<file path="config.mk">
export PLATFORM = sky130hd
export DESIGN_NAME = three_port_io
export DESIGN_NICKNAME = d
export VERILOG_FILES = /design/src/hw/gpio3_pkg.sv /design/src/hw/three_port_io.sv
export SDC_FILE = /design/constraint.sdc
export NUM_CORES = 1
export LEC_CHECK = 0
export ABC_AREA = 1
export CAP_MARGIN = 25
export CORE_MARGIN = 2
export CORE_UTILIZATION = 57
export DETAILED_ROUTE_END_ITERATION = 8
export DONT_BUFFER_PORTS = 1
export PLACE_DENSITY = 0.82
export SKIP_LAST_GASP = 1
export SYNTH_ARGS = -nofsm -noshare
export SYNTH_HDL_FRONTEND = slang
export SYNTH_SLANG_ARGS = --single-unit
export TNS_END_PERCENT = 5
</file>
<file path="constraint.sdc">
create_clock -name i_ref_clk -period 1.3 [get_ports i_ref_clk]
set_input_delay 0.26 -clock i_ref_clk [delete_from_list [all_inputs] [get_ports i_ref_clk]]
set_output_delay 0.26 -clock i_ref_clk [all_outputs]
set_load 0.01 [all_outputs]
</file>
<file path="src/hw/gpio3_pkg.sv">
// constants for the three-port i/o block with parallel slave control
package gpio3_pkg;
   // register indices as printed; byte address is four times the index
   localparam logic [7:0] GPIO_C_DATA_IDX      = 8'h07;
   localparam logic [7:0] GPIO_D_DATA_IDX      = 8'h08;
   localparam logic [7:0] GPIO_E_DATA_IDX      = 8'h09;
   localparam logic [7:0] GPIO_C_DIRECTION_IDX = 8'h87;
   localparam logic [7:0] GPIO_D_DIRECTION_IDX = 8'h88;
   localparam logic [7:0] GPIO_E_DIR_CTRL_IDX  = 8'h89;
   localparam int         IDX_LSB              = 2;
   localparam int         IDX_MSB              = 9;
   // reset values
   localparam logic [7:0] C_DIR_RST            = 8'hff;
   localparam logic [7:0] D_DIR_RST            = 8'hff;
   localparam logic [2:0] E_DIR_RST            = 3'h7;
   localparam logic [7:0] LATCH_RST            = 8'h00;
   // third direction register fields
   localparam int         IBF_BIT              = 7;
   localparam int         OBF_BIT              = 6;
   localparam int         INPUT_OVERFLOW_FLAG_BIT             = 5;
   localparam int         MODE_BIT             = 4;
   // third port pin positions
   localparam int         RD_PIN               = 0;
   localparam int         WR_PIN               = 1;
   localparam int         CS_PIN               = 2;
   // first port shared pin positions
   localparam int         C_CCP2_BIT           = 1;
   localparam int         C_CCP1_BIT           = 2;
   localparam int         C_SCK_BIT            = 3;
   localparam int         C_SDA_BIT            = 4;
   localparam int         C_SDO_BIT            = 5;
   localparam int         C_TX_BIT             = 6;
   localparam int         C_DT_BIT             = 7;
   // strobe release to flag set: second phase, then fourth phase
   localparam int         PSP_DONE_CYC         = 2;
   localparam logic [1:0] PSP_DONE_LAST        = 2'(PSP_DONE_CYC - 1);
   localparam int         PIN_W                = 19;
   localparam logic [1:0] HTRANS_NONSEQ_BIT    = 2'h2;

   typedef enum logic [3:0] {
      ST_IDLE = 4'h1,
      ST_WR   = 4'h2,
      ST_RD   = 4'h4,
      ST_DONE = 4'h8
   } psp_state_t;
endpackage : gpio3_pkg

</file>
<file path="src/hw/three_port_io.sv">
// three general purpose ports with an 8-bit parallel slave bus mode
//
// Notes on behaviour
// RQ1: first port is 8 bits, each pin's direction set by its own bit.
// RQ2: an enabled peripheral overrides a shared pin's direction bit.
// RQ3: software avoids read-modify-write on first direction register under override.
// RQ4: peripheral output enable acts only while that peripheral selects the pin.
// RQ5: first port bit 3 serial clock, bit 4 serial data in, bit 5 out.
// RQ6: with transceiver, bit 6 transmit/clock and bit 7 receive/data.
// RQ7: bit 2 carries capture/compare/pwm one; bit 1 the second unit.
// RQ8: second port is 8 bits, each pin's direction independently set.
// RQ9: slave mode bit turns second port into an 8-bit slave data bus.
// RQ10: third port has three pins with independent directions.
// RQ11: in slave mode the three pins are strobe inputs; software keeps them input.
// RQ12: bit 7 read-only input buffer full flag.
// RQ13: bit 6 read-only output buffer full flag.
// RQ14: bit 5 set on write before prior word read; software clears it.
// RQ15: low three direction bits steer read, write, select pins; 1 is input.
// RQ16: read strobe low with select low means external read.
// RQ17: write strobe low with select low means external write.
// RQ18: select pin low means selected.
// RQ19: unimplemented bits read zero.
// RQ20: direction bit 1 floats the pin, 0 drives the output latch.
// RQ21: data reads return pin levels, writes go to the output latch; in slave mode a second port read returns the input latch instead.
// RQ22: input full set two cycles after write ends; only processor read clears.
// RQ23: outside slave mode both full flags held clear, overflow left alone.
// RQ24: processor write sets output full, external read clears it.
`timescale 1ns/1ns
module three_port_io #(
   parameter bit HAS_CCP2  = 1'b1,          // second capture unit present
   parameter bit HAS_USART = 1'b1           // serial transceiver present
) (
   input  wire logic        i_ref_clk,      // core clock
   input  wire logic        i_sys_rst,      // sync reset, active high
   input  wire logic        i_hsel,         // ahb slave select
   input  wire logic [31:0] i_haddr,        // ahb address
   input  wire logic [1:0]  i_htrans,       // ahb transfer type
   input  wire logic        i_hwrite,       // ahb write
   input  wire logic [2:0]  i_hsize,        // ahb size, word only
   input  wire logic [31:0] i_hwdata,       // ahb write data
   input  wire logic        i_hready,       // ahb bus ready
   output logic      [31:0] o_hrdata,       // ahb read data
   output logic             o_hreadyout,    // ahb slave ready
   output logic             o_hresp,        // ahb response, always okay
   input  wire logic [7:0]  i_c_pin,        // first port pin levels
   output logic      [7:0]  o_c_out,        // first port drive value
   output logic      [7:0]  o_c_oe,         // first port drive enable
   output logic      [7:0]  o_c_level,      // filtered pins to peripherals
   input  wire logic [7:0]  i_d_pin,        // second port pin levels
   output logic      [7:0]  o_d_out,        // second port drive value
   output logic      [7:0]  o_d_oe,         // second port drive enable
   input  wire logic [2:0]  i_e_pin,        // third port pin levels
   output logic      [2:0]  o_e_out,        // third port drive value
   output logic      [2:0]  o_e_oe,         // third port drive enable
   input  wire logic        i_ccp1_sel,     // unit one owns its pin
   input  wire logic        i_ccp1_oe,      // unit one wants to drive
   input  wire logic        i_ccp1_out,     // unit one drive value
   input  wire logic        i_ccp2_sel,     // unit two owns its pin
   input  wire logic        i_ccp2_oe,      // unit two wants to drive
   input  wire logic        i_ccp2_out,     // unit two drive value
   input  wire logic        i_ssp_sel,      // serial port owns its pins
   input  wire logic        i_ssp_sck_oe,   // serial clock drive enable
   input  wire logic        i_ssp_sck_out,  // serial clock value
   input  wire logic        i_ssp_sda_oe,   // bidirectional data drive enable
   input  wire logic        i_ssp_sda_out,  // bidirectional data value
   input  wire logic        i_ssp_sdo_out,  // serial data out value
   input  wire logic        i_usart_sel,    // transceiver owns its pins
   input  wire logic        i_usart_tx_oe,  // transmit/clock drive enable
   input  wire logic        i_usart_tx_out, // transmit/clock value
   input  wire logic        i_usart_dt_oe,  // receive/data drive enable
   input  wire logic        i_usart_dt_out  // receive/data value
);
   import gpio3_pkg::*;

   function automatic logic [7:0] reg_index(input logic [31:0] addr);
      reg_index = addr[IDX_MSB:IDX_LSB];
   endfunction : reg_index

   // pin synchroniser: a change counts once stages two and three agree
   logic [PIN_W-1:0] s1_r, s2_r, s3_r, pins_r, pins_nxt;
   always_comb begin
      pins_nxt = (s2_r & s3_r) | (pins_r & (s2_r ^ s3_r));
   end
   always_ff @(posedge i_ref_clk) begin
      if (i_sys_rst) begin
         s1_r   <= '0;
         s2_r   <= '0;
         s3_r   <= '0;
         pins_r <= '0;
      end else begin
         s1_r   <= {i_e_pin, i_d_pin, i_c_pin};
         s2_r   <= s1_r;
         s3_r   <= s2_r;
         pins_r <= pins_nxt;
      end
   end

   logic [7:0] c_lvl, d_lvl;
   logic [2:0] e_lvl;
   logic       cs_n, wr_n, rd_n;
   assign c_lvl = pins_r[7:0];
   assign d_lvl = pins_r[15:8];
   assign e_lvl = pins_r[18:16];
   assign cs_n  = e_lvl[CS_PIN];
   assign wr_n  = e_lvl[WR_PIN];
   assign rd_n  = e_lvl[RD_PIN];

   // state
   logic [7:0]  c_lat_r, c_lat_nxt, d_lat_r, d_lat_nxt, c_dir_r, c_dir_nxt;
   logic [7:0]  d_dir_r, d_dir_nxt, in_lat_r, in_lat_nxt;
   logic [2:0]  e_lat_r, e_lat_nxt, e_dir_r, e_dir_nxt;
   logic        mode_r, mode_nxt, ibf_r, ibf_nxt, obf_r, obf_nxt;
   logic        input_overflow_flag_r, input_overflow_flag_nxt, wr_pend_r, wr_pend_nxt;
   logic [7:0]  wr_idx_r, wr_idx_nxt;
   logic [31:0] hrdata_nxt;
   logic [7:0]  c_out_nxt, c_oe_nxt, d_out_nxt, d_oe_nxt;
   logic [2:0]  e_out_nxt, e_oe_nxt;
   logic [1:0]  cnt_r, cnt_nxt;
   psp_state_t  st_r, st_nxt;

   logic        addr_ok, rd_req, wr_d, ext_wr_go, ext_rd_go, ext_wr_done;
   logic [7:0]  ridx;
   logic [7:0]  p_sel, p_oe, p_out;

   // shared pin routing of the first port
   always_comb begin
      p_sel = '0;
      p_oe  = '0;
      p_out = '0;
      p_sel[C_CCP1_BIT] = i_ccp1_sel;                                   // [RQ7]
      p_oe[C_CCP1_BIT]  = i_ccp1_oe;
      p_out[C_CCP1_BIT] = i_ccp1_out;
      p_sel[C_CCP2_BIT] = HAS_CCP2 & i_ccp2_sel;                        // [RQ7]
      p_oe[C_CCP2_BIT]  = i_ccp2_oe;
      p_out[C_CCP2_BIT] = i_ccp2_out;
      p_sel[C_SCK_BIT]  = i_ssp_sel;                                    // [RQ5]
      p_oe[C_SCK_BIT]   = i_ssp_sck_oe;
      p_out[C_SCK_BIT]  = i_ssp_sck_out;
      p_sel[C_SDA_BIT]  = i_ssp_sel;                                    // [RQ5]
      p_oe[C_SDA_BIT]   = i_ssp_sda_oe;
      p_out[C_SDA_BIT]  = i_ssp_sda_out;
      p_sel[C_SDO_BIT]  = i_ssp_sel;                                    // [RQ5]
      p_oe[C_SDO_BIT]   = 1'b1;
      p_out[C_SDO_BIT]  = i_ssp_sdo_out;
      p_sel[C_TX_BIT]   = HAS_USART & i_usart_sel;                      // [RQ6]
      p_oe[C_TX_BIT]    = i_usart_tx_oe;
      p_out[C_TX_BIT]   = i_usart_tx_out;
      p_sel[C_DT_BIT]   = HAS_USART & i_usart_sel;                      // [RQ6]
      p_oe[C_DT_BIT]    = i_usart_dt_oe;
      p_out[C_DT_BIT]   = i_usart_dt_out;
   end

   assign addr_ok     = i_hsel & i_htrans[1] & i_hready;
   assign ridx        = reg_index(i_haddr);
   assign rd_req      = addr_ok & ~i_hwrite;
   assign wr_d        = wr_pend_r & (wr_idx_r == GPIO_D_DATA_IDX);
   assign ext_wr_go   = (st_r == ST_IDLE) & mode_r & ~cs_n & ~wr_n;     // [RQ17] [RQ18]
   assign ext_rd_go   = (st_r == ST_IDLE) & mode_r & ~cs_n & wr_n & ~rd_n; // [RQ16] [RQ18]
   assign ext_wr_done = (st_r == ST_DONE) & (cnt_r == '0);

   always_comb begin
      c_lat_nxt   = c_lat_r;
      d_lat_nxt   = d_lat_r;
      e_lat_nxt   = e_lat_r;
      c_dir_nxt   = c_dir_r;
      d_dir_nxt   = d_dir_r;
      e_dir_nxt   = e_dir_r;
      mode_nxt    = mode_r;
      input_overflow_flag_nxt    = input_overflow_flag_r;
      ibf_nxt     = ibf_r;
      obf_nxt     = obf_r;
      in_lat_nxt  = in_lat_r;
      st_nxt      = st_r;
      cnt_nxt     = cnt_r;
      wr_pend_nxt = addr_ok & i_hwrite;
      wr_idx_nxt  = addr_ok ? ridx : wr_idx_r;
      hrdata_nxt  = '0;
      // register writes land in the data phase
      if (wr_pend_r) begin
         case (wr_idx_r)
            GPIO_C_DATA_IDX:      c_lat_nxt = i_hwdata[7:0];            // [RQ21]
            GPIO_D_DATA_IDX:      d_lat_nxt = i_hwdata[7:0];            // [RQ21]
            GPIO_E_DATA_IDX:      e_lat_nxt = i_hwdata[2:0];            // [RQ21]
            GPIO_C_DIRECTION_IDX: c_dir_nxt = i_hwdata[7:0];            // [RQ1]
            GPIO_D_DIRECTION_IDX: d_dir_nxt = i_hwdata[7:0];            // [RQ8]
            GPIO_E_DIR_CTRL_IDX: begin
               e_dir_nxt = i_hwdata[2:0];                               // [RQ10] [RQ15]
               mode_nxt  = i_hwdata[MODE_BIT];                          // [RQ9]
               input_overflow_flag_nxt  = i_hwdata[INPUT_OVERFLOW_FLAG_BIT];                          // [RQ14]
            end
            default: ;
         endcase
      end
      // read data is captured at the address phase edge
      if (rd_req) begin
         case (ridx)
            GPIO_C_DATA_IDX:      hrdata_nxt[7:0] = c_lvl;              // [RQ21]
            GPIO_D_DATA_IDX:      hrdata_nxt[7:0] = mode_r ? in_lat_r : d_lvl;
            GPIO_E_DATA_IDX:      hrdata_nxt[2:0] = e_lvl;              // [RQ19]
            GPIO_C_DIRECTION_IDX: hrdata_nxt[7:0] = c_dir_r;
            GPIO_D_DIRECTION_IDX: hrdata_nxt[7:0] = d_dir_r;
            GPIO_E_DIR_CTRL_IDX:
               hrdata_nxt[7:0] = {ibf_r, obf_r, input_overflow_flag_r, mode_r, 1'b0, e_dir_r}; // [RQ12] [RQ13] [RQ19]
            default: ;
         endcase
         if (ridx == GPIO_D_DATA_IDX && mode_r) begin
            ibf_nxt = 1'b0;                                             // [RQ22]
         end
      end
      if (wr_d && mode_r) begin
         obf_nxt = 1'b1;                                                // [RQ24]
      end
      // slave bus sequencer
      case (st_r)
         ST_IDLE: begin
            if (ext_wr_go) begin
               st_nxt = ST_WR;
               if (ibf_r) begin
                  input_overflow_flag_nxt = 1'b1;                                      // [RQ14]
               end
            end else if (ext_rd_go) begin
               st_nxt  = ST_RD;
               obf_nxt = 1'b0;                                          // [RQ24] [RQ13]
            end
         end
         ST_WR: begin
            if (cs_n || wr_n) begin
               st_nxt  = ST_DONE;
               cnt_nxt = PSP_DONE_LAST;
            end else begin
               // latch only while the strobe is low: data and strobe share the filter delay
               in_lat_nxt = d_lvl;                                      // [RQ17]
            end
         end
         ST_RD: begin
            if (cs_n || rd_n) begin
               st_nxt = ST_IDLE;
            end
         end
         ST_DONE: begin
            if (cnt_r == '0) begin
               st_nxt = ST_IDLE;
            end else begin
               cnt_nxt = cnt_r - 2'h1;
            end
         end
         default: st_nxt = ST_IDLE;
      endcase
      // a set in the same cycle as the processor read wins
      if (ext_wr_done) begin
         ibf_nxt = 1'b1;                                                // [RQ22]
      end
      if (!mode_nxt) begin
         ibf_nxt = 1'b0;                                                // [RQ23]
         obf_nxt = 1'b0;                                                // [RQ23]
         st_nxt  = ST_IDLE;
      end
      // pin drivers
      for (int i = 0; i < 8; i++) begin
         c_oe_nxt[i]  = p_sel[i] ? p_oe[i] : ~c_dir_nxt[i];             // [RQ2] [RQ4] [RQ20]
         c_out_nxt[i] = p_sel[i] ? p_out[i] : c_lat_nxt[i];             // [RQ2]
      end
      d_out_nxt = d_lat_nxt;
      if (mode_nxt) begin
         d_oe_nxt = (st_nxt == ST_RD) ? 8'hff : 8'h00;                  // [RQ9] [RQ16]
         e_oe_nxt = 3'h0;                                               // [RQ11]
      end else begin
         d_oe_nxt = ~d_dir_nxt;                                         // [RQ20]
         e_oe_nxt = ~e_dir_nxt;                                         // [RQ15] [RQ20]
      end
      e_out_nxt = e_lat_nxt;
   end

   always_ff @(posedge i_ref_clk) begin
      if (i_sys_rst) begin
         c_lat_r     <= LATCH_RST;
         d_lat_r     <= LATCH_RST;
         e_lat_r     <= '0;
         c_dir_r     <= C_DIR_RST;
         d_dir_r     <= D_DIR_RST;
         e_dir_r     <= E_DIR_RST;
         mode_r      <= 1'b0;
         input_overflow_flag_r      <= 1'b0;
         ibf_r       <= 1'b0;
         obf_r       <= 1'b0;
         in_lat_r    <= LATCH_RST;
         st_r        <= ST_IDLE;
         cnt_r       <= '0;
         wr_pend_r   <= 1'b0;
         wr_idx_r    <= '0;
         o_hrdata    <= '0;
         o_hreadyout <= 1'b0;
         o_hresp     <= 1'b0;
         o_c_out     <= LATCH_RST;
         o_c_oe      <= '0;
         o_c_level   <= '0;
         o_d_out     <= LATCH_RST;
         o_d_oe      <= '0;
         o_e_out     <= '0;
         o_e_oe      <= '0;
      end else begin
         c_lat_r     <= c_lat_nxt;
         d_lat_r     <= d_lat_nxt;
         e_lat_r     <= e_lat_nxt;
         c_dir_r     <= c_dir_nxt;
         d_dir_r     <= d_dir_nxt;
         e_dir_r     <= e_dir_nxt;
         mode_r      <= mode_nxt;
         input_overflow_flag_r      <= input_overflow_flag_nxt;
         ibf_r       <= ibf_nxt;
         obf_r       <= obf_nxt;
         in_lat_r    <= in_lat_nxt;
         st_r        <= st_nxt;
         cnt_r       <= cnt_nxt;
         wr_pend_r   <= wr_pend_nxt;
         wr_idx_r    <= wr_idx_nxt;
         o_hrdata    <= hrdata_nxt;
         o_hreadyout <= 1'b1;
         o_hresp     <= 1'b0;
         o_c_out     <= c_out_nxt;
         o_c_oe      <= c_oe_nxt;
         o_c_level   <= pins_nxt[7:0];
         o_d_out     <= d_out_nxt;
         o_d_oe      <= d_oe_nxt;
         o_e_out     <= e_out_nxt;
         o_e_oe      <= e_oe_nxt;
      end
   end
endmodule : three_port_io

</file>
# Word-level counts from Yosys, hierarchy flattened
# Index checks and enable logic that the tools add are counted.
[word_totals] reg_bits=209 inputBits=110 output_inout_bits=80 elab_cells=147
[classes] n_addsub=1 n_eq_ne=19 n_reduce_logical=16 n_bitwise=32 mux=52
[op_table] operator="8-bit 2-to-1 mux" n=9
[op_table] operator="8-bit == test, second input constant" n=6
[op_table] operator="19-bit bitwise AND" n=2
[op_table] operator="8-bit by 4-bit == test with 1-bit output, second input constant" n=4
[op_table] operator="1-bit 2-to-1 mux" n=29
[op_table] operator="5-bit one-hot mux with 5 select lines" n=1
[op_table] operator="4-bit 2-to-1 mux" n=6
[op_table] operator="19-bit bitwise OR" n=1
[op_table] operator="19-bit XOR" n=1
[op_table] operator="3-bit one-hot mux with 6 select lines" n=1
[op_table] operator="8-bit by 3-bit == test with 1-bit output, second input constant" n=2
[op_table] operator="4-bit one-hot mux with 4 select lines" n=1
[op_table] operator="1-bit inverter" n=15
[op_table] operator="1-bit bitwise AND" n=11
[op_table] operator="4-bit by 3-bit == test with 1-bit output, second input constant" n=2
[op_table] operator="8-bit inverter" n=1
[op_table] operator="2-bit AND reduction" n=4
[op_table] operator="3-bit 2-to-1 mux" n=2
[op_table] operator="2-bit nonzero test" n=3
[op_table] operator="2-bit OR reduction" n=3
[op_table] operator="4-bit by 1-bit == test with 1-bit output, second input constant" n=1
[op_table] operator="4-bit by 2-bit == test with 1-bit output, second input constant" n=1
[op_table] operator="4-bit == test, second input constant" n=1
[op_table] operator="2-bit 2-to-1 mux" n=2
[op_table] operator="other kinds (8)" n=11

# Logic depth before layout (Yosys ltp)
# Gate-level depths: netlist of run 1.
[logic_depth] word_depth=12 ltp_mapped=10

# Worst setup path after synthesis of run 1
# No wires, ideal clock.
[synth_timing] path_type="flip-flop to flip-flop" from="reg wr_idx_r[3]" to="reg c_dir_r[5]" arrival_ns=1.137 setup_ns=0.120 path_stages_with_launch=9 path_slack_ns=0.043 period_less_slack_ns=1.257 required_time_ns=1.180 path_cell_list="dfxtp_1 -> inv_2 -> nand3_2 -> nor2_8 -> nand2_2 -> buf_6 -> nand2_1 -> o21ai_1 -> or2_1"
[synth_between] elab_chain_len=3
[synth_rtl] element="start, declared" line="three_port_io.sv:114" text="logic [7:0] wr_idx_r, wr_idx_nxt;"
[synth_rtl] element="start signal, assigned" line="three_port_io.sv:316" text="wr_idx_r <= wr_idx_nxt;"
[synth_rtl] element="8-bit == test" line="three_port_io.sv:180" text="case (wr_idx_r)"
[synth_rtl] element="8-bit 2-to-1 mux" line="three_port_io.sv:180"
[synth_rtl] element="8-bit 2-to-1 mux" line="three_port_io.sv:179" text="if (wr_pend_r) begin"
[synth_rtl] element="end signal, assigned" line="three_port_io.sv:305" text="c_dir_r <= c_dir_nxt;"
[synth_rtl] element="end, declared" line="three_port_io.sv:109" text="logic [7:0] c_lat_r, c_lat_nxt, d_lat_r, d_lat_nxt, c_dir_r, c_dir_nxt;"
# No other way between the ends.
# A chain may end at the register's enable or synchronous reset.

# Worst setup path in the final report of run 1
[layout_timing] from="reg wr_idx_r[6]" to="reg d_dir_r[2]"
[layout_between] elab_chain_len=3
[layout_rtl] element="8-bit == test" line="three_port_io.sv:180"
[layout_rtl] element="8-bit 2-to-1 mux" line="three_port_io.sv:180"
[layout_rtl] element="8-bit 2-to-1 mux" line="three_port_io.sv:179"
[layout_rtl] element="end signal, assigned" line="three_port_io.sv:306" text="d_dir_r <= d_dir_nxt;"
[layout_rtl] element="end, declared" line="three_port_io.sv:110" text="logic [7:0] d_dir_r, d_dir_nxt, in_lat_r, in_lat_nxt;"
# No other way between the ends.

==> results of run 1 <==
flip-flops by register name (all words and copies together) (netlist names), 2 cells and up:
| register | cells |
|---|---|
| d_lat_r | 8 |
| wr_idx_r | 8 |
| cnt_r | 2 |
| s1_r | 19 |
| o_c_oe | 8 |
| o_e_oe | 3 |
| pins_r | 19 |
| e_lat_r | 3 |
| o_hrdata | 8 |
| d_dir_r | 8 |
| c_lat_r | 7 |
| in_lat_r | 8 |
| st_r | 4 |
| e_dir_r | 3 |
| o_d_oe | 8 |
| o_c_out | 8 |
| s2_r | 19 |
| s3_r | 19 |
| c_dir_r | 8 |
through the flow:
step,total power (µW),instance area [µm²]
floorplan,6050,7040
global placement,6050,7160
detailed placement,6060,7160
CTS,11500,8450
global route,11900,8670
finish,11500,8670
kinds of logic (layout without fill, tap and decap cells):
| group | after synthesis | count (layout) | share of synthesized area (%) |
|---|---|---|---|
| other | 1 | 25 | 0.0540 |
| buffers and inverters | 187 | 260 | 12.2 |
| flip-flops | 176 | 176 | 50.7 |
| AO/OA/AOI/OAI | 96 | 96 | 6.95 |
| adder cells (fa/ha/maj) | 20 | 20 | 3.60 |
| AND/OR/NAND/NOR | 429 | 431 | 26.4 |
cell usage in the layout (no fill, tap or decap), types with 5 or more instances in the layout:
cell / n
nand2_1: 132
buf_4: 35
nand2_2: 5
inv_6: 5
a21oi_1: 47
dfxtp_1: 171
o21ai_0: 30
nor2_2: 7
o21ai_1: 12
dlygate4sd3_1: 60
or2_1: 7
o21ai_2: 6
conb_1: 25
ha_1: 20
nor2_1: 166
inv_2: 11
clkbuf_16: 17
nand2_4: 8
nand3_2: 6
nand3_1: 78
inv_1: 112
dfxtp_2: 5
nor2_4: 5
area by class of cell:
class,instances,area [µm²]
multi-input combinational,572,2870
inverter,124,470
timing repair buffer,104,993
fill,833,3290
clock buffer,19,453
tap,147,184
clock inverter,13,174
sequential,176,3530
what timing repair did:
action                                  4_1_cts  5_1_grt
hold buffers                                 61        0
gates cloned                                  1        2
endpoints found under the setup margin       65       75
setup buffers                                 1        3
gates resized for setup                       5       55
hold endpoints to repair                    105        0
pin swaps                                     1       10
power by group:
| group | internal [µW] | total [µW] | switching (µW) |
|---|---|---|---|
| clock network | 3170 | 5370 | 2200 |
| registers | 5510 | 5570 | 68.0 |
| logic | 244 | 574 | 330 |
| total | 8920 | 11500 | 2600 |
per-layer routing:
metal	global-route usage [%]	part of all wire (%)	up-vias
met5	0	0	-
met2	46.8	50	313
met3	6.99	8.1	50
met1	31.4	38	2742
met4	10.8	3.4	0
li1	-	-	2940
worst paths after layout:
| path | start | endpoint | slack, ns |
|---|---|---|---|
| setup reg to reg | wr_idx_r[6] | d_dir_r[2] | -0.11 |
| hold / removal | i_hwdata[2] | d_lat_r[2] | -0.002 |
| hold reg to reg | s1_r[13] | s2_r[13] | 0.41 |
| setup / recovery | wr_idx_r[6] | d_dir_r[2] | -0.11 |
==> results.rst, run 1 <==
.. list-table::
   :header-rows: 1

   * - Metric
     - Value
   * - Maximum number of buffers from clock root to sink
     - 2
   * - Most frequently used cell type in the post-synthesis netlist
     - dfxtp_1
   * - Cells taking the most area after synthesis
     - dfxtp_1 (51%), nor2_1 (9.2%), nand2_1 (7.6%), inv_1 (6.2%), nand3_1 (6.0%)
   * - 1st-pass router iterations
     - 5
   * - CTS clk-pin slew, worst paths
     - 0.07 ns
   * - Number of CTS-inserted buffers
     - 17
   * - Cell accounting for the most synthesized area
     - dfxtp_1
   * - Level count of the clock H-tree
     - 4
   * - Setup Slack @ Placement
     - -0.154 ns
   * - Commonest cells in the netlist
     - dfxtp_1 (176), nor2_1 (171), nand2_1 (140)
   * - Minimum hold slack
     - -0.00192 ns
   * - Violated checks
     - negative hold slack, negative setup slack
   * - Post-detailed-placement half-perimeter wirelength
     - 10.4 mm
   * - Inserted Diodes
     - 0
   * - Pwr per Cell Area
     - 1330 nW/µm²
   * - Post-synthesis cell type count
     - 27
   * - Worst Path Buf+Inv
     - 4
   * - Initial Util
     - 58.1%
   * - Die height
     - 114 µm
   * - Cells after synthesis
     - 909
   * - GR Util All Layers
     - 26.9%
   * - Post-synth EDFFs
     - 0
   * - Final period demand of the worst path
     - roughly 1.4 ns
   * - # setup viols final
     - 27
   * - Top Family by Delay on Critical Path
     - simple AND/OR/NAND/NOR gates
   * - Maximum clock frequency
     - 707 MHz
   * - Mapped cell area
     - 6950 µm²
   * - Reported leakage power
     - between 0.004 and 0.005 µW
   * - Wire per inst
     - roughly 15 µm
   * - Setup repair after global routing missed its margin
     - true
   * - Die outline width
     - 114 µm
   * - Share of flip-flops with an asynchronous set or reset
     - 0%
   * - Final standard cell count with taps included and fillers excluded
     - ~1,200
   * - Worst R2R Path Depth
     - 9
   * - Critical path startpoint category
     - register
   * - Worst Hold Depth
     - 2
   * - Kind of critical path
     - reg2reg
   * - Die footprint
     - 13,100 µm²
   * - Sequential cell area fraction in the yosys report
     - 50.7%
   * - Worst-Skew Late Latency
     - 0.43 ns
   * - Fin. max-slew vios
     - 0
   * - Number of antenna violations at the first check in global routing
     - 0
   * - Number of max-cap violations
     - 0
   * - Root buf cell
     - clkbuf_16
   * - Core Region
     - ~12,000 µm²
   * - Residual DRC
     - 0
   * - I/O pin count
     - 190
   * - Core Rows
     - 40
   * - Layout cell share with drive strength beyond 1
     - 13.6%
   * - Post-route clock skew
     - 0.0120 ns
   * - Kind of path behind the tightest hold check
     - in2reg
   * - Total via count in the routed design
     - 6,045
   * - Leftover overflow at the end of global routing
     - 0
   * - Crit. path cell count
     - 9
   * - Total negative setup slack
     - -1.20 ns
   * - Inst Count DP
     - around 1,100
   * - Post-synth top area share
     - 50.7%
   * - Number of violations reported at the end of detailed-routing iteration 0
     - approximately 600
   * - Critical Path End Type
     - register
   * - Fin util
     - 72.5%
   * - Run status
     - finished with violations
   * - Number of warnings printed during yosys synthesis
     - 0
   * - Global placer's final weighted congestion
     - 0.908
   * - Final Routed Wirelength
     - 17.6 mm
   * - Worst path cell trace
     - inv_2, nand2_2, nor2_4, buf_6, buf_4, nand3_1, nand2_2, buf_4, nand2_1
   * - Maximum fanout along the worst path
     - 5
   * - TritonCTS sink count
     - 176
   * - Mean instance size in the synthesized netlist
     - around 7.6 µm²
   * - Worst Slack Setup Final
     - -0.115 ns
   * - Top_reg_cell synth
     - dfxtp_1
   * - Area delta synth->final
     - 24.8%
   * - Flip-flop and latch count after synthesis
     - 176
   * - Number of global-route vias before repair
     - 5,741
   * - Largest voltage drop on the vdd net
     - about 1.1 mV
   * - Pin count of the biggest net entering global routing
     - 56
   * - Routed via count divided by cell count
     - between 5 and 6
   * - Number of nets in the finished design
     - 1,125
   * - PortBufs
     - 0
   * - Slowest stage cell on the critical path
     - dfxtp_2
   * - Worst Path Required
     - approximately 1.6 ns
   * - Number of antenna-violating nets in the routed design
     - 0
   * - Stage delay of the slowest cell on the critical path
     - about 0.32 ns
   * - Clock tree from TritonCTS
     - yes
   * - Wire length of the first global-routing pass
     - 27.4 mm
   * - Final Hold Vio Count
     - 2
   * - Crit path DAT
     - around 1.7 ns
   * - Fraction of the cycle the final worst path needs
     - 109%
Note: power is estimated with default switching activity, not from simulation.
==> run 2, diff against run 1 <==
--- a/config.mk
+++ b/config.mk
@@ -7,11 +7,13 @@
 export LEC_CHECK = 0
 export ABC_AREA = 1
 export CAP_MARGIN = 25
+export CELL_PAD_IN_SITES_DETAIL_PLACEMENT = 0
+export CELL_PAD_IN_SITES_GLOBAL_PLACEMENT = 1
 export CORE_MARGIN = 2
-export CORE_UTILIZATION = 57
+export CORE_UTILIZATION = 40
 export DETAILED_ROUTE_END_ITERATION = 8
 export DONT_BUFFER_PORTS = 1
-export PLACE_DENSITY = 0.82
+export PLACE_DENSITY = 0.81
 export SKIP_LAST_GASP = 1
 export SYNTH_ARGS = -nofsm -noshare
 export SYNTH_HDL_FRONTEND = slang
==> run 2 against run 1 <==
The flow still finishes with violations (negative hold slack, negative setup slack). Sequential share of layout area decreased by 2.2 points. Sequential power about the same. Utilization decreased by 19 points. Critical path depth decreased by 1. Cell count increased by 10%. Hold slack got worse by 0.046 ns.
==> results.rst, run 2 (same netlist as run 1, synthesis figures left out) <==
.. list-table::
   :header-rows: 1

   * - Metric
     - Value
   * - Run status
     - finished with violations
   * - Violated checks
     - negative hold slack, negative setup slack
   * - Number of violations reported at the end of detailed-routing iteration 0
     - 413
   * - Reg2reg end
     - o_d_oe[3]
   * - Number of antenna violations at the first check in global routing
     - 0
   * - Core Region
     - 17,100 µm²
   * - Die footprint
     - 18,400 µm²
   * - Largest voltage drop on the vdd net
     - 0.928 mV
   * - Leftover overflow at the end of global routing
     - 0
   * - I/O pin count
     - 190
   * - Inst Count DP
     - 1,135
   * - Reg2Reg Launch Point
     - wr_pend_r
   * - Commonest cells after routing, fill and taps aside
     - dfxtp_1 (170), nor2_1 (169), nand2_1 (129)
   * - Minimum hold slack
     - -0.0482 ns
   * - Fraction of the cycle the final worst path needs
     - 108%
   * - Core Rows
     - 48
   * - 1st-pass router iterations
     - 7
   * - Maximum clock frequency
     - 712 MHz
   * - Termination of the worst setup path
     - o_d_oe[3]
   * - # setup viols final
     - 47
   * - Inserted Diodes
     - 0
   * - Setup slack of the worst register-to-register path
     - -0.10 ns
   * - Initial Util
     - 40.6%
   * - Root buf cell
     - clkbuf_16
   * - Critical path startpoint category
     - register
   * - Worst R2R Path Depth
     - 8
   * - Wire per inst
     - 13.5 µm
   * - Critical path startpoint
     - wr_pend_r
   * - Post-route clock skew
     - 0.0114 ns
   * - Final Routed Wirelength
     - 17.2 mm
   * - Die outline width
     - 136 µm
   * - Number of global-route vias before repair
     - 5,538
   * - Pin count of the biggest net entering global routing
     - 105
   * - Global placer's final weighted congestion
     - around 0.86
   * - Most common library cell in the layout ignoring fill and taps
     - dfxtp_1
   * - Number of nets in the finished design
     - 1,163
   * - Total power of the final layout
     - 11,400 µW
   * - Area delta synth->final
     - 32.1%
   * - Die height
     - 136 µm
   * - Reported leakage power
     - 0.00452 µW
   * - Kind of critical path
     - reg2reg
   * - GR Util All Layers
     - slightly below 20%
   * - Number of antenna-violating nets in the routed design
     - 0
   * - Clock tree from TritonCTS
     - yes
   * - Wire length of the first global-routing pass
     - 27.3 mm
   * - Post-detailed-placement half-perimeter wirelength
     - 11.0 mm
   * - Worst-Skew Late Latency
     - between 0.4 and 0.5 ns
   * - Worst Path Required
     - roughly 1.7 ns
   * - Total via count in the routed design
     - 5,877
   * - Routed via count divided by cell count
     - 4.62
   * - Maximum fanout along the worst path
     - 7
   * - Maximum number of buffers from clock root to sink
     - 2
   * - CTS clk-pin slew, worst paths
     - 0.07 ns
   * - Number of fill cells
     - 1,587
   * - Kind of path behind the tightest hold check
     - in2reg
   * - Pwr per Cell Area
     - 1240 nW/µm²
   * - TritonCTS sink count
     - 176
   * - Level count of the clock H-tree
     - 4
   * - Worst Slack Setup Final
     - -0.104 ns
   * - Critical Path End Type
     - register
   * - Final standard cell count with taps included and fillers excluded
     - 1,271
   * - Crit path DAT
     - 1.79 ns
   * - Fin. max-slew vios
     - 0
   * - PortBufs
     - 0
   * - Final Hold Vio Count
     - 29
   * - Total negative setup slack
     - -2.04 ns
   * - Residual DRC
     - 0
   * - Number of CTS-inserted buffers
     - 17
   * - Final period demand of the worst path
     - 1.40 ns
   * - Setup repair after global routing missed its margin
     - true
   * - Number of max-cap violations
     - 0
   * - Layout cell share with drive strength beyond 1
     - 13.8%
run 2: cell types whose count changed in the layout (fill, tap and decap cells not counted), moves of 4 or more:
cell and change:
inv_8 +4, buf_6 +4, nand2_2 +5, dlygate4sd3_1 +32
run 2: stage by stage:
| step | instance area [µm²] | util, % | hold WS [ns] | worst slack, ns |
|---|---|---|---|---|
| CTS | 9000 | 52.6 | -0.103 | -0.0679 |
| global placement | 7300 | 42.6 | 0.366 | -0.0688 |
| global route | 9180 | 53.6 | -0.0967 | -0.177 |
| detailed placement | 7300 | 42.6 | 0.369 | -0.106 |
| floorplan | 7040 | - | 0.367 | 0.0432 |
| finish | 9180 | 53.6 | -0.0482 | -0.104 |
run 2: power breakdown:
group          internal, µW  switching, µW  total, µW
clock                  2790           2430       5220
sequential             5500           62.7       5560
combinational           315            311        625
run 2: worst max-delay path, stage by stage, from the launching register on:
cell,delay [ns]
dfxtp_1,0.37
buf_4,0.14
nand2_1,0.09
nor2_4,0.17
buf_4,0.18
nand3b_1,0.14
nand2_1,0.12
nand3_1,0.07
nand2_1,0.08
run 2: how the worst min path moves through the flow:
stage / from / to / cells after the start
floorplan: i_c_pin[0] / s1_r[0] / 2
global placement: i_sys_rst / c_lat_r[7] / 1
detailed placement: i_sys_rst / c_lat_r[7] / 1
CTS: i_sys_rst / c_lat_r[6] / 1
global route: i_sys_rst / c_lat_r[6] / 1
finish: i_sys_rst / o_e_oe[2] / 1
run 2: final cells by class:
cell class | count | area, µm² | area share (%)
timing repair buffer | 143 | 1430 | 15.6
clock buffer | 17 | 425 | 4.64
multi-input combinational | 571 | 2860 | 31.1
clock inverter | 15 | 188 | 2.04
tap | 225 | 282 | 3.07
inverter | 124 | 468 | 5.10
sequential | 176 | 3530 | 38.5
run 2: timing repair:
| action | CTS | global route |
|---|---|---|
| gates resized for setup | 33 | 34 |
| hold buffers | 91 | 1 |
| setup endpoints to repair | 38 | 76 |
| buffers inserted | 8 | 4 |
| cloned | 0 | 1 |
| pin swaps | 8 | 10 |
| hold endpoints to repair | 114 | 28 |
run 2: metal layers:
| layer | wire length [µm] | track usage [%] | vias up | share of wire (%) |
|---|---|---|---|---|
| met5 | 0 | 0 | - | 0 |
| met4 | 461 | 8.16 | 0 | 2.7 |
| met3 | 1170 | 5.50 | 31 | 6.8 |
| met2 | 8010 | 31.4 | 171 | 47 |
| met1 | 7570 | 24.0 | 2663 | 44 |
| li1 | - | - | 3012 | - |
